[src/rtl/adcc_pkg.sv]
`default_nettype none
package adcc_pkg;

  // result and channel widths
  localparam int unsigned RESULT_W     = 12;
  localparam int unsigned CHAN_W       = 4;
  localparam int unsigned BYTE_W       = 8;
  localparam int unsigned BIT_IDX_W    = 4;
  localparam int unsigned CHAN_LARGE   = 13;
  localparam int unsigned CHAN_SMALL   = 10;

  // apb byte addresses, one aligned word each
  localparam logic [7:0] ADDR_CONTROL  = 8'h00;
  localparam logic [7:0] ADDR_PIN_CFG  = 8'h04;
  localparam logic [7:0] ADDR_TIM_CFG  = 8'h08;
  localparam logic [7:0] ADDR_RES_HIGH = 8'h0C;
  localparam logic [7:0] ADDR_RES_LOW  = 8'h10;
  localparam logic [7:0] ADDR_IRQ_STAT = 8'h14;
  localparam logic [7:0] ADDR_IRQ_MASK = 8'h18;

  // conversion_control_reg fields
  localparam int unsigned CTL_EN_BIT   = 0;
  localparam int unsigned CTL_GO_BIT   = 1;
  localparam int unsigned CTL_CHS_LSB  = 2;
  localparam logic [7:0]  CTL_RESET    = 8'h00;

  // pin_function_config_reg fields
  localparam int unsigned PIN_PORT_LSB = 0;
  localparam int unsigned PIN_PORT_W   = 4;
  localparam int unsigned PIN_VHI_BIT  = 4;
  localparam int unsigned PIN_VLO_BIT  = 5;
  localparam logic [7:0]  PIN_WMASK    = 8'h3F;

  // timing_format_config_reg fields
  localparam int unsigned TIM_DIV_LSB  = 0;
  localparam int unsigned TIM_DIV_W    = 3;
  localparam int unsigned TIM_ACQ_LSB  = 3;
  localparam int unsigned TIM_ACQ_W    = 3;
  localparam int unsigned TIM_RJ_BIT   = 7;
  localparam logic [7:0]  TIM_WMASK    = 8'hBF;

  // interrupt bits
  localparam int unsigned IRQ_W        = 2;
  localparam int unsigned IRQ_DONE_BIT = 0;
  localparam int unsigned IRQ_ABRT_BIT = 1;

  // conversion clock: period is DIV_BASE ref clocks shifted by the divider field
  localparam int unsigned DIV_CNT_W    = 11;
  localparam logic [DIV_CNT_W-1:0] DIV_BASE = 11'h008;
  localparam logic [3:0] ACQ_MIN_TICKS = 4'h1;

  // last implemented channel code, and the codes the small variant leaves empty
  localparam logic [3:0] CHS_LAST_IMPL = 4'hC;
  localparam logic [3:0] CHS_GAP_LO    = 4'h5;
  localparam logic [3:0] CHS_GAP_HI    = 4'h7;

  typedef enum logic [1:0] {
    ADCC_IDLE = 2'b00,
    ADCC_ACQ  = 2'b01,
    ADCC_CONV = 2'b10
  } adcc_state_t;

endpackage
`default_nettype wire

[src/rtl/adcc_pin_sync.sv]
`timescale 1ns/1ps
`default_nettype none
module adcc_pin_sync (
  // clock and reset
  input  wire logic ref_clk_i,
  input  wire logic rst_i,
  // asynchronous pin and its filtered level
  input  wire logic pin_i,
  output logic      level_o
);

  typedef struct packed {
    logic s1;
    logic s2;
    logic s3;
    logic level;
  } adcc_sync_t;

  adcc_sync_t st_reg;
  adcc_sync_t st_next;

  // s1 feeds only s2; level moves once s2 and s3 agree
  always_comb
  begin
    st_next    = st_reg;
    st_next.s1 = pin_i;
    st_next.s2 = st_reg.s1;
    st_next.s3 = st_reg.s2;
    if (st_reg.s2 == st_reg.s3)
    begin
      st_next.level = st_reg.s3;
    end
  end

  always_ff @(posedge ref_clk_i)
  begin
    if (rst_i)
    begin
      st_reg <= '0;
    end
    else
    begin
      st_reg <= st_next;
    end
  end

  assign level_o = st_reg.level;

endmodule
`default_nettype wire

[src/rtl/adcc_top.sv]
// Notes on behaviour
// Each conversion yields an unsigned 12-bit code by successive approximation.
// The result is presented in a high result byte and a low result byte.
// The large variant offers 13 analog inputs, the small variant 10.
// Control bits 5:2 select the channel, codes 0 to 12 being channels 0 to 12.
// Codes 13 to 15 have no input, so a conversion there reads a floating input.
// On the small variant codes 5 to 7 are unimplemented like codes 13 to 15.
// Control bit 1 reads 1 while converting and 0 when idle, with the converter on.
// Control bit 0 turns the converter on when 1 and off when 0.
// Control bits 7:6 always read 0 and ignore writes.
// A timing register sets conversion clock, acquisition time and justification.
// Software picks the upper reference from a pin or supply, the lower from pin or ground.
// Writing 1 to bit 1 while enabled starts a conversion; hardware clears it when done.
// Writable control bits reset to 0: converter off, idle, channel 0.
//
// The APB slave port and the register offsets were decided locally.
`timescale 1ns/1ps
`default_nettype none
module adcc_top #(
  parameter bit LARGE_VARIANT = 1'b1
) (
  // clock and reset
  input  wire logic                         ref_clk_i,
  input  wire logic                         rst_i,
  // apb slave
  input  wire logic                         psel,
  input  wire logic                         penable,
  input  wire logic                         pwrite,
  input  wire logic [7:0]                   paddr,
  input  wire logic [31:0]                  pwdata,
  input  wire logic [3:0]                   pstrb,
  output logic [31:0]                       prdata,
  output logic                              pready,
  output logic                              pslverr,
  // analog front end
  input  wire logic                         comp_i,
  output logic [adcc_pkg::RESULT_W-1:0]     dac_code_o,
  output logic                              sample_o,
  output logic [adcc_pkg::CHAN_W-1:0]       input_channel_select_o,
  output logic                              channel_valid_o,
  output logic                              converter_enable_o,
  output logic                              upper_ref_pin_o,
  output logic                              lower_ref_pin_o,
  output logic [adcc_pkg::PIN_PORT_W-1:0]   port_config_o,
  // interrupt
  output logic                              irq_o
);

  typedef struct packed {
    logic                               enable;
    logic [adcc_pkg::CHAN_W-1:0]        chs;
    logic [7:0]                         pin_cfg;
    logic [7:0]                         tim_cfg;
    logic [7:0]                         res_high;
    logic [7:0]                         res_low;
    logic [adcc_pkg::IRQ_W-1:0]         irq_stat;
    logic [adcc_pkg::IRQ_W-1:0]         irq_mask;
    adcc_pkg::adcc_state_t              state;
    logic [adcc_pkg::DIV_CNT_W-1:0]     div_cnt;
    logic [3:0]                         acq_cnt;
    logic [adcc_pkg::BIT_IDX_W-1:0]     bit_idx;
    logic [adcc_pkg::RESULT_W-1:0]      sar;
    logic [31:0]                        rdata;
    logic                               err;
  } adcc_regs_t;

  adcc_regs_t st_reg;
  adcc_regs_t st_next;

  logic comp_level;

  // comparator is asynchronous to the bus clock, so it is filtered before use
  adcc_pin_sync u_comp_sync (
    .ref_clk_i (ref_clk_i),
    .rst_i     (rst_i),
    .pin_i     (comp_i),
    .level_o   (comp_level)
  );

  localparam int unsigned TIM_ACQ_W_L = adcc_pkg::TIM_ACQ_W;

  // decode helpers
  logic                              setup_phase;
  logic                              access_phase;
  logic                              wr_access;
  logic                              rd_access;
  logic                              addr_hit;
  logic                              busy;
  logic                              chan_impl;
  logic                              tick;
  logic [adcc_pkg::DIV_CNT_W-1:0]    div_period;
  logic [3:0]                        acq_ticks;
  logic [TIM_ACQ_W_L-1:0]            acq_field;
  logic [7:0]                        ctl_read;
  logic [7:0]                        wbyte;
  logic                              wr_ctl;
  logic                              start_req;
  logic                              done_evt;
  logic                              abort_evt;
  logic [adcc_pkg::RESULT_W-1:0]     sar_kept;
  logic [adcc_pkg::RESULT_W-1:0]     one_hot_next;

  assign setup_phase  = psel & ~penable;
  assign access_phase = psel & penable;
  assign wr_access    = access_phase & pwrite & ~st_reg.err;
  assign rd_access    = access_phase & ~pwrite & ~st_reg.err;
  assign wbyte        = pstrb[0] ? pwdata[7:0] : 8'h00;
  assign busy         = (st_reg.state != adcc_pkg::ADCC_IDLE);

  always_comb
  begin
    unique case (paddr)
      adcc_pkg::ADDR_CONTROL,
      adcc_pkg::ADDR_PIN_CFG,
      adcc_pkg::ADDR_TIM_CFG,
      adcc_pkg::ADDR_RES_HIGH,
      adcc_pkg::ADDR_RES_LOW,
      adcc_pkg::ADDR_IRQ_STAT,
      adcc_pkg::ADDR_IRQ_MASK: addr_hit = 1'b1;
      default:                 addr_hit = 1'b0;
    endcase
  end

  // an empty code still converts; only channel_valid_o warns the front end
  // channel count follows the variant
  // codes above the last channel are empty
  // small variant also loses codes 5 to 7
  always_comb
  begin
    chan_impl = (st_reg.chs <= adcc_pkg::CHS_LAST_IMPL);
    if (!LARGE_VARIANT && (st_reg.chs >= adcc_pkg::CHS_GAP_LO)
        && (st_reg.chs <= adcc_pkg::CHS_GAP_HI))
    begin
      chan_impl = 1'b0;
    end
  end

  // top bits read zero
  // busy flag visible on bit 1
  always_comb
  begin
    ctl_read                                          = 8'h00;
    ctl_read[adcc_pkg::CTL_EN_BIT]                    = st_reg.enable;
    ctl_read[adcc_pkg::CTL_GO_BIT]                    = busy;
    ctl_read[adcc_pkg::CTL_CHS_LSB +: adcc_pkg::CHAN_W] = st_reg.chs;
  end

  // conversion clock divider and acquisition length from timing register
  assign div_period = adcc_pkg::DIV_BASE
                      << st_reg.tim_cfg[adcc_pkg::TIM_DIV_LSB +: adcc_pkg::TIM_DIV_W];
  // tick closes each conversion clock period; the counter rests at zero when idle
  assign tick       = (st_reg.div_cnt == div_period - adcc_pkg::DIV_BASE / adcc_pkg::DIV_BASE);
  assign acq_field  = st_reg.tim_cfg[adcc_pkg::TIM_ACQ_LSB +: adcc_pkg::TIM_ACQ_W];
  // acquisition is twice the field in ticks, never shorter than one tick
  assign acq_ticks  = (acq_field == '0) ? adcc_pkg::ACQ_MIN_TICKS : {acq_field, 1'b0};

  // start needs the enable bit set in the written value
  assign wr_ctl    = wr_access & (paddr == adcc_pkg::ADDR_CONTROL);
  assign start_req = wr_ctl & wbyte[adcc_pkg::CTL_GO_BIT] & wbyte[adcc_pkg::CTL_EN_BIT]
                     & ~busy;

  // each trial waits a full tick, which covers the comparator filter latency
  // successive approximation: keep the trial bit if the input is at or above it
  always_comb
  begin
    sar_kept     = st_reg.sar;
    one_hot_next = '0;
    if (!comp_level)
    begin
      sar_kept[st_reg.bit_idx] = 1'b0;
    end
    if (st_reg.bit_idx != '0)
    begin
      one_hot_next[st_reg.bit_idx - 4'h1] = 1'b1;
    end
  end

  // no done flag once enable has dropped, so an abandoned run never reports
  assign done_evt  = (st_reg.state == adcc_pkg::ADCC_CONV) & tick & (st_reg.bit_idx == '0)
                     & st_reg.enable;
  // abort shows one cycle after the disabling write, while the state is still busy
  assign abort_evt = busy & ~st_reg.enable;

  always_comb
  begin
    st_next = st_reg;

    // register writes take effect at the access edge
    if (wr_ctl)
    begin
      // enable bit
      st_next.enable = wbyte[adcc_pkg::CTL_EN_BIT];
      // channel field in bits 5:2
      st_next.chs    = wbyte[adcc_pkg::CTL_CHS_LSB +: adcc_pkg::CHAN_W];
    end
    if (wr_access && paddr == adcc_pkg::ADDR_PIN_CFG)
    begin
      // reference source selects
      st_next.pin_cfg = wbyte & adcc_pkg::PIN_WMASK;
    end
    if (wr_access && paddr == adcc_pkg::ADDR_TIM_CFG)
    begin
      st_next.tim_cfg = wbyte & adcc_pkg::TIM_WMASK;
    end
    if (wr_access && paddr == adcc_pkg::ADDR_IRQ_MASK)
    begin
      st_next.irq_mask = wbyte[adcc_pkg::IRQ_W-1:0];
    end

    // conversion clock runs only while a conversion is under way
    if (busy && !tick)
    begin
      st_next.div_cnt = st_reg.div_cnt + 11'h001;
    end
    else
    begin
      st_next.div_cnt = '0;
    end

    unique case (st_reg.state)
      adcc_pkg::ADCC_IDLE:
      begin
        if (start_req)
        begin
          st_next.state   = adcc_pkg::ADCC_ACQ;
          st_next.acq_cnt = acq_ticks;
        end
      end
      adcc_pkg::ADCC_ACQ:
      begin
        if (tick)
        begin
          st_next.acq_cnt = st_reg.acq_cnt - 4'h1;
          if (st_reg.acq_cnt == adcc_pkg::ACQ_MIN_TICKS)
          begin
            st_next.state   = adcc_pkg::ADCC_CONV;
            st_next.bit_idx = 4'(adcc_pkg::RESULT_W - 1);
            st_next.sar     = 12'h800;
          end
        end
      end
      adcc_pkg::ADCC_CONV:
      begin
        if (tick)
        begin
          st_next.sar     = sar_kept | one_hot_next;
          st_next.bit_idx = st_reg.bit_idx - 4'h1;
          if (st_reg.bit_idx == '0)
          begin
            // hardware clears busy once results are stored
            st_next.state = adcc_pkg::ADCC_IDLE;
            // store into the two result bytes with the chosen justification
            if (st_reg.tim_cfg[adcc_pkg::TIM_RJ_BIT])
            begin
              st_next.res_high = {4'h0, sar_kept[11:8]};
              st_next.res_low  = sar_kept[7:0];
            end
            else
            begin
              st_next.res_high = sar_kept[11:4];
              st_next.res_low  = {sar_kept[3:0], 4'h0};
            end
          end
        end
      end
      default:
      begin
        st_next.state = adcc_pkg::ADCC_IDLE;
      end
    endcase

    // turning the converter off abandons any conversion
    // a start in the same write that sets enable must not be lost to the old value
    if (!st_reg.enable && !start_req)
    begin
      st_next.state = adcc_pkg::ADCC_IDLE;
    end

    // sticky status: read clears, a new event in the same cycle wins
    // only bits the read returned are cleared; one set after the setup cycle stays
    if (rd_access && paddr == adcc_pkg::ADDR_IRQ_STAT)
    begin
      st_next.irq_stat = st_reg.irq_stat & ~st_reg.rdata[adcc_pkg::IRQ_W-1:0];
    end
    if (done_evt)
    begin
      st_next.irq_stat[adcc_pkg::IRQ_DONE_BIT] = 1'b1;
    end
    if (abort_evt)
    begin
      st_next.irq_stat[adcc_pkg::IRQ_ABRT_BIT] = 1'b1;
    end

    // read data and error captured in the setup cycle, zero wait access
    if (setup_phase)
    begin
      st_next.err   = ~addr_hit;
      st_next.rdata = 32'h0000_0000;
      unique case (paddr)
        adcc_pkg::ADDR_CONTROL:  st_next.rdata[7:0] = ctl_read;
        adcc_pkg::ADDR_PIN_CFG:  st_next.rdata[7:0] = st_reg.pin_cfg;
        adcc_pkg::ADDR_TIM_CFG:  st_next.rdata[7:0] = st_reg.tim_cfg;
        adcc_pkg::ADDR_RES_HIGH: st_next.rdata[7:0] = st_reg.res_high;
        adcc_pkg::ADDR_RES_LOW:  st_next.rdata[7:0] = st_reg.res_low;
        adcc_pkg::ADDR_IRQ_STAT: st_next.rdata[adcc_pkg::IRQ_W-1:0] = st_reg.irq_stat;
        adcc_pkg::ADDR_IRQ_MASK: st_next.rdata[adcc_pkg::IRQ_W-1:0] = st_reg.irq_mask;
        default:                 st_next.rdata = 32'h0000_0000;
      endcase
    end
  end

  always_ff @(posedge ref_clk_i)
  begin
    if (rst_i)
    begin
      // everything clears: off, idle, channel 0
      st_reg         <= '0;
      st_reg.state   <= adcc_pkg::ADCC_IDLE;
    end
    else
    begin
      st_reg <= st_next;
    end
  end

  // apb answer: ready in the first access cycle
  // read data is taken in the setup cycle, so no wait state is ever needed
  assign pready  = access_phase;
  assign pslverr = access_phase & st_reg.err;
  assign prdata  = st_reg.rdata;

  // analog front end drive
  assign dac_code_o             = st_reg.sar;
  assign sample_o               = (st_reg.state == adcc_pkg::ADCC_ACQ);
  assign input_channel_select_o = st_reg.chs;
  // an empty code leaves the mux open so the comparator sees a floating node
  assign channel_valid_o        = chan_impl & st_reg.enable;
  assign converter_enable_o     = st_reg.enable;
  // reference routing
  assign upper_ref_pin_o        = st_reg.pin_cfg[adcc_pkg::PIN_VHI_BIT];
  assign lower_ref_pin_o        = st_reg.pin_cfg[adcc_pkg::PIN_VLO_BIT];
  assign port_config_o          = st_reg.pin_cfg[adcc_pkg::PIN_PORT_LSB +: adcc_pkg::PIN_PORT_W];

  assign irq_o = |(st_reg.irq_stat & st_reg.irq_mask);

endmodule
`default_nettype wire

[config.mk]
export PLATFORM = sky130hd
export DESIGN_NAME = adcc_top
export DESIGN_NICKNAME = d
export VERILOG_FILES = /design/src/rtl/adcc_pkg.sv /design/src/rtl/adcc_pin_sync.sv /design/src/rtl/adcc_top.sv
export SDC_FILE = /design/constraint.sdc
export NUM_CORES = 1
export LEC_CHECK = 0
export ABC_CLOCK_PERIOD_IN_PS = 3600
export BUFFER_PORTS_ARGS = -buffer_cell sky130_fd_sc_hd__buf_2
export CORE_MARGIN = 10
export CORE_UTILIZATION = 40
export DETAILED_ROUTE_END_ITERATION = 8
export SLEW_MARGIN = 20
export SYNTH_ARGS = -nofsm -noshare
export SYNTH_HDL_FRONTEND = slang
export SYNTH_SLANG_ARGS = --single-unit
[constraint.sdc]
create_clock -name ref_clk_i -period 3.6 [get_ports ref_clk_i]
set_input_delay 0.36 -clock ref_clk_i [delete_from_list [all_inputs] [get_ports ref_clk_i]]
set_output_delay 0.36 -clock ref_clk_i [all_outputs]
set_load 0.01 [all_outputs]
* Word level (Yosys, flattened, before mapping)
Index checks and enable logic that the tools add are counted.
Word-level totals: bits of input ports 50, output and inout bits 60, register bits 84
Operators by class: $add $sub $neg 4, bitwise operators 29, magnitude comparators 5, muxes and demuxes 27, equality and inequality tests 16, shift operators 1, reductions and logical operators 29
Operators by type and width (count):
- $mux W16 | 3
- $pmux W16 S2 | 1
- $pmux W6 S5 | 1
- $eq A8 B5 Y1 const B | 3
- $mux W12 | 2
- $mux W20 | 1
- $and A1 B1 Y1 | 16
- $eq A8 B4 Y1 const B | 2
- $pmux W2 S7 | 1
- $and A12 B12 Y12 | 1
- $mux W2 | 6
- $not A12 Y12 | 1
- $or A12 B12 Y12 | 1
- $add A11 B1 Y11 const B | 1
- $eq A11 B11 Y1 | 1
- $shl A4 B3 Y11 const A | 1
- $sub A11 B1 Y11 const B | 1
- $lt A4 B5 Y1 const B | 2
- $reduce_bool A2 Y1 | 5
- $demux W1 S4 | 2
- $eq A8 B3 Y1 const B | 1
- $ge A4 B1 Y1 const B | 2
- $logic_and A1 B1 Y1 | 8
- $logic_not A8 Y1 | 1
- 26 further kinds | 47

* Longest topological paths before layout
depth in word-level cells 10, depth in mapped cells 13, gate-level depth less buffers 9

* Modules after synthesis
From an unflattened synthesis, not the netlist that was laid out.
Unflattened totals: cell total of the unflattened synthesis 647, area total of the unflattened synthesis 5019.8 µm²
By module, submodules not included:
- adcc_top | cells each 637, area each 4907.2 µm², times used 1
- adcc_pin_sync | cells each 10, area each 112.6 µm², times used 1

* Worst setup path after synthesis
OpenSTA, ideal clock, no wires.
kind flip-flop to flip-flop, start register st_reg[87] (netlist bit), end register st_reg, in the netlist dac_code_o[3], arrival time 2.783 ns, stages on the path, launching flop included 12, data required time 3.530 ns, clock period less this slack 2.853 ns, setup slack 0.747 ns, buffers on the path 3, cell sequence dfxtp_1 > buf_4 > or3_1 > ha_1 > buf_2 > or4_1 > o211ai_1 > nand3_1 > a311o_1 > buf_6 > or3_1 > a21oi_1
Between the ends: longest elaborated chain between the ends 5, elaborated cells on any way between the ends 6, those cells by class 1 x add/sub; 3 x eq/ne; 1 x shift; 1 x reduce/logical
RTL lines:
- start, declared | RTL line adcc_top.sv:67 | adcc_regs_t st_reg;
- start signal, assigned | RTL line adcc_top.sv:322 | st_reg <= st_next;
- $shl A4 B3 Y11 (*) | RTL line adcc_top.sv:149 | assign div_period = adcc_pkg::DIV_BASE
- $sub A11 B1 Y11 (*) | RTL line adcc_top.sv:152 | assign tick = (st_reg.div_cnt == div_period - adcc_pkg::DIV_BASE / adcc_pkg::DIV_BASE);
- $eq A11 B11 Y1 (*) | RTL line adcc_top.sv:152
- $ne A2 B2 Y1 (no source line) or $ne A2 B1 Y1 (tied branches)
- $reduce_and A4 Y1 (no source line) (*)
Mark *: on every way between the ends. The rest lies on a longest branch, timed or not. A chain may end at the register's enable or synchronous reset.

* Worst setup path after layout
Ends and elaborated chain as after synthesis.

==> flow_summary.ini <==
[worst_setup_path]
required_ps = 3870
cp_data_arrival_time_ps = 3390
setup.worst_path.class = register to register
path_cells = or3_1, ha_1, or4_1, o211ai_1, nand3_1, a311o_1, or3_1, a21oi_1
cp_slowest_stage_delay_ps = 590
setup.worst_path.end_class = register
path_max_fanout = 14
timing.critical_path.slowest_stage_cell = sky130_fd_sc_hd__a311o_1
setup.worst_path.start_class = register
most_prevalent_standard_cell_on_the_critical_path = sky130_fd_sc_hd__or3_1

[clock_tree]
post_cts.resized_instances = 0
cts.sinks = 84
ctsHoldBuffers = 0
cts.clk_slew.worst_paths_ps = 60
maximum_number_of_buffers_from_clock_root_to_sink = 2
cts_tree = built
ctsRootBufferMaster = sky130_fd_sc_hd__clkbuf_16
ctsHtreeMaxLevel = 3
clock_latency_ps = 350
postCtsSetupBuffers = 0
tritoncts.num_buffers = 9

[cells_and_area]
layout_commonest_cell = sky130_fd_sc_hd__dfxtp_1
largest_reg_flops = 46
layout.cells.most_common_list = sky130_fd_sc_hd__dfxtp_1 (84), sky130_fd_sc_hd__nor2_1 (69), sky130_fd_sc_hd__buf_2 (57)
post_layout_instance_count_excluding_filler_cells = 815
number_of_nets_in_the_final_layout = 704
final_layout_size_suffix_gt1_share_pct = 14.22
area_growth_syn_to_layout_pct = 8.516
insertedDiodeCount = 0

[timing]
worst-slew-pin-transition_ps = 819.3
layout_setup_ws_ps = 487.3
slew_viol_final = 0
max_freq_ghz = 0.3213
rsz_0062_raised_after_global_routing = no
finalHoldWorstSlack_ps = 223.0
hold_viol_final = 0
final.setup.tns_ps = 0
layout_worst_path_cycle_share_pct = 86.46
timing.clock.skew_ps = 8.903
timing.slew.headroom_pct = 45.27
finalCriticalPeriod_ps = 3113
setup-violations-final = 0

[route]
route.final.wire_length_um = 12920
drtIter0Drc = 355
vias_per_cell = 5.401
drc = 0
met2_length_um = 6064
routed.top_layer = met4
met1_wire_length_um = 6061
route.met3.wl_um = 583
via_count = 4402
post_route_antenna_net_violation_count = 0
dr_wl_cell_um = 15.85
dr.pass1.iters = 4

[flow_run]
max_cap_viol_count = 0

[floorplan]
design.die.area_mm2 = 0.01727
placeableCoreArea_mm2 = 0.01206
die_width_um = 131.4
io_pins = 110
core.rowCount = 40
initial_utilization_pct = 41.17
die_h_um = 131.4

[synth]
netlist.top_cell.by_area = sky130_fd_sc_hd__dfxtp_1
mean_syn_cell_area_um2 = 7.808
postSynth.topFlopCell = sky130_fd_sc_hd__dfxtp_1
syn_area_mm2 = 0.004966
synth-async-reset-ratio_pct = 0
synth-seq-cells = 84
synthDistinctLibCells = 61
ys_top_cells_by_area = sky130_fd_sc_hd__dfxtp_1 (34%), sky130_fd_sc_hd__buf_4 (8.0%), sky130_fd_sc_hd__a21oi_1 (5.6%)
synth_cells = 636
synth-seq-area-share_pct = 33.86
synth.yosys.warnings = 0
post-synth-top-area-fraction_pct = 33.86
count_of_flip_flops_with_a_built_in_enable_after_synthesis = 0

[placement]
io_buffer_count = 57
routabilityCongestion = 0.8866
hpwl_um = 9558
setup_slack_at_placement_ps = 514.0
dp_cells = 800

[hold_path]
worstHoldPathType = input port to register

[grt]
gr-usage-all-layers_pct = 14.54
initial_antenna_violation_count = 0
largest_net_degree_at_the_start_of_global_routing = 33
grt_first_pass_wirelength_um = 21220
grt_overflow = 0
first_global_vias = 4226

[run_status]
status = finished, final reports clean

[power]
static-leakage-power_nw = 1.952
power.density_mw_per_mm2 = 386.3
peak_supply_drop_v = 0.0002571
-- layout make-up --
class | count | area (µm²)
Clock buffer | 9 | 225.2
Clock inverter | 6 | 113.9
Fill cell | 1223 | 6673
Inverter | 14 | 52.55
Multi-Input combinational cell | 469 | 2760
Sequential cell | 84 | 1682
Tap cell | 168 | 210.2
Timing Repair Buffer | 65 | 345.3
-- report_power, final --
group	switching (W)	internal, W
Combinational	0.0000610	0.0000260
Sequential	0.00000288	0.000935
Clock	0.000382	0.000675
Total	0.000446	0.00164
-- layer usage --
metal  vias to the layer above  track usage [%]
met1                      2110            18.48
li1                       2186                -
met2                        89            23.41
met3                        17            3.887
met4                         0            4.512
met5                         -                0
-- cell usage after synthesis, drive strengths merged (5+ instances only) --
cell and instances:
a211oi 8, a21boi 7, a21oi 56, a221oi 8, and2 7, and3 8, buf 62, clkbuf 30
dfxtp 84, ha 11, inv 14, mux2i 12, nand2 55, nand2b 10, nand3 35, nand3b 12
nor2 69, nor2b 9, nor3 10, o21ai 34, o31ai 10, or3 5, or4 10, xnor2 5
xor2 8
-- path summary, 6_finish.rpt --
kind | startpoint | to | slack, ps | cells after the start
worst max register to register | st_reg[87] | dac_code_o[3] | 490 | 8
worst max-delay path | st_reg[87] | dac_code_o[3] | 490 | 8
worst min-delay path | comp_i | u_comp_sync.st_next[2] | 220 | 2
worst min register to register | u_comp_sync.st_next[2] | u_comp_sync.st_next[1] | 430 | 1
-- per-stage QoR --
stage | utilization (%) | total power, W | instance area (µm²)
floorplan | - | 0.001037 | 5052
global placement | 41.82 | 0.001043 | 5044
detailed placement | 41.82 | 0.001045 | 5044
CTS | 44.63 | 0.002101 | 5383
global route | 44.68 | 0.002149 | 5389
finish | 44.68 | 0.002082 | 5389
-- critical path: cells and delay by family (launching register included) --
kind            cells  cell delay (ps)
compound gates      3              850
simple gates        4             1430
fa+ha+maj           1              310
flops               1              450
-- logic make-up after synthesis --
kind of cell               share of synthesized area [%]
adders and majority gates                          2.771
buffers and inverters                              12.42
muxes                                              3.099
DFF                                                33.86
other                                            0.07551
AOI/OAI and AO/OA                                  19.90
xor gates and xnor gates                           2.293
and+or+nand+nor                                    25.57
No activity file was read; power rests on OpenSTA's default activity.
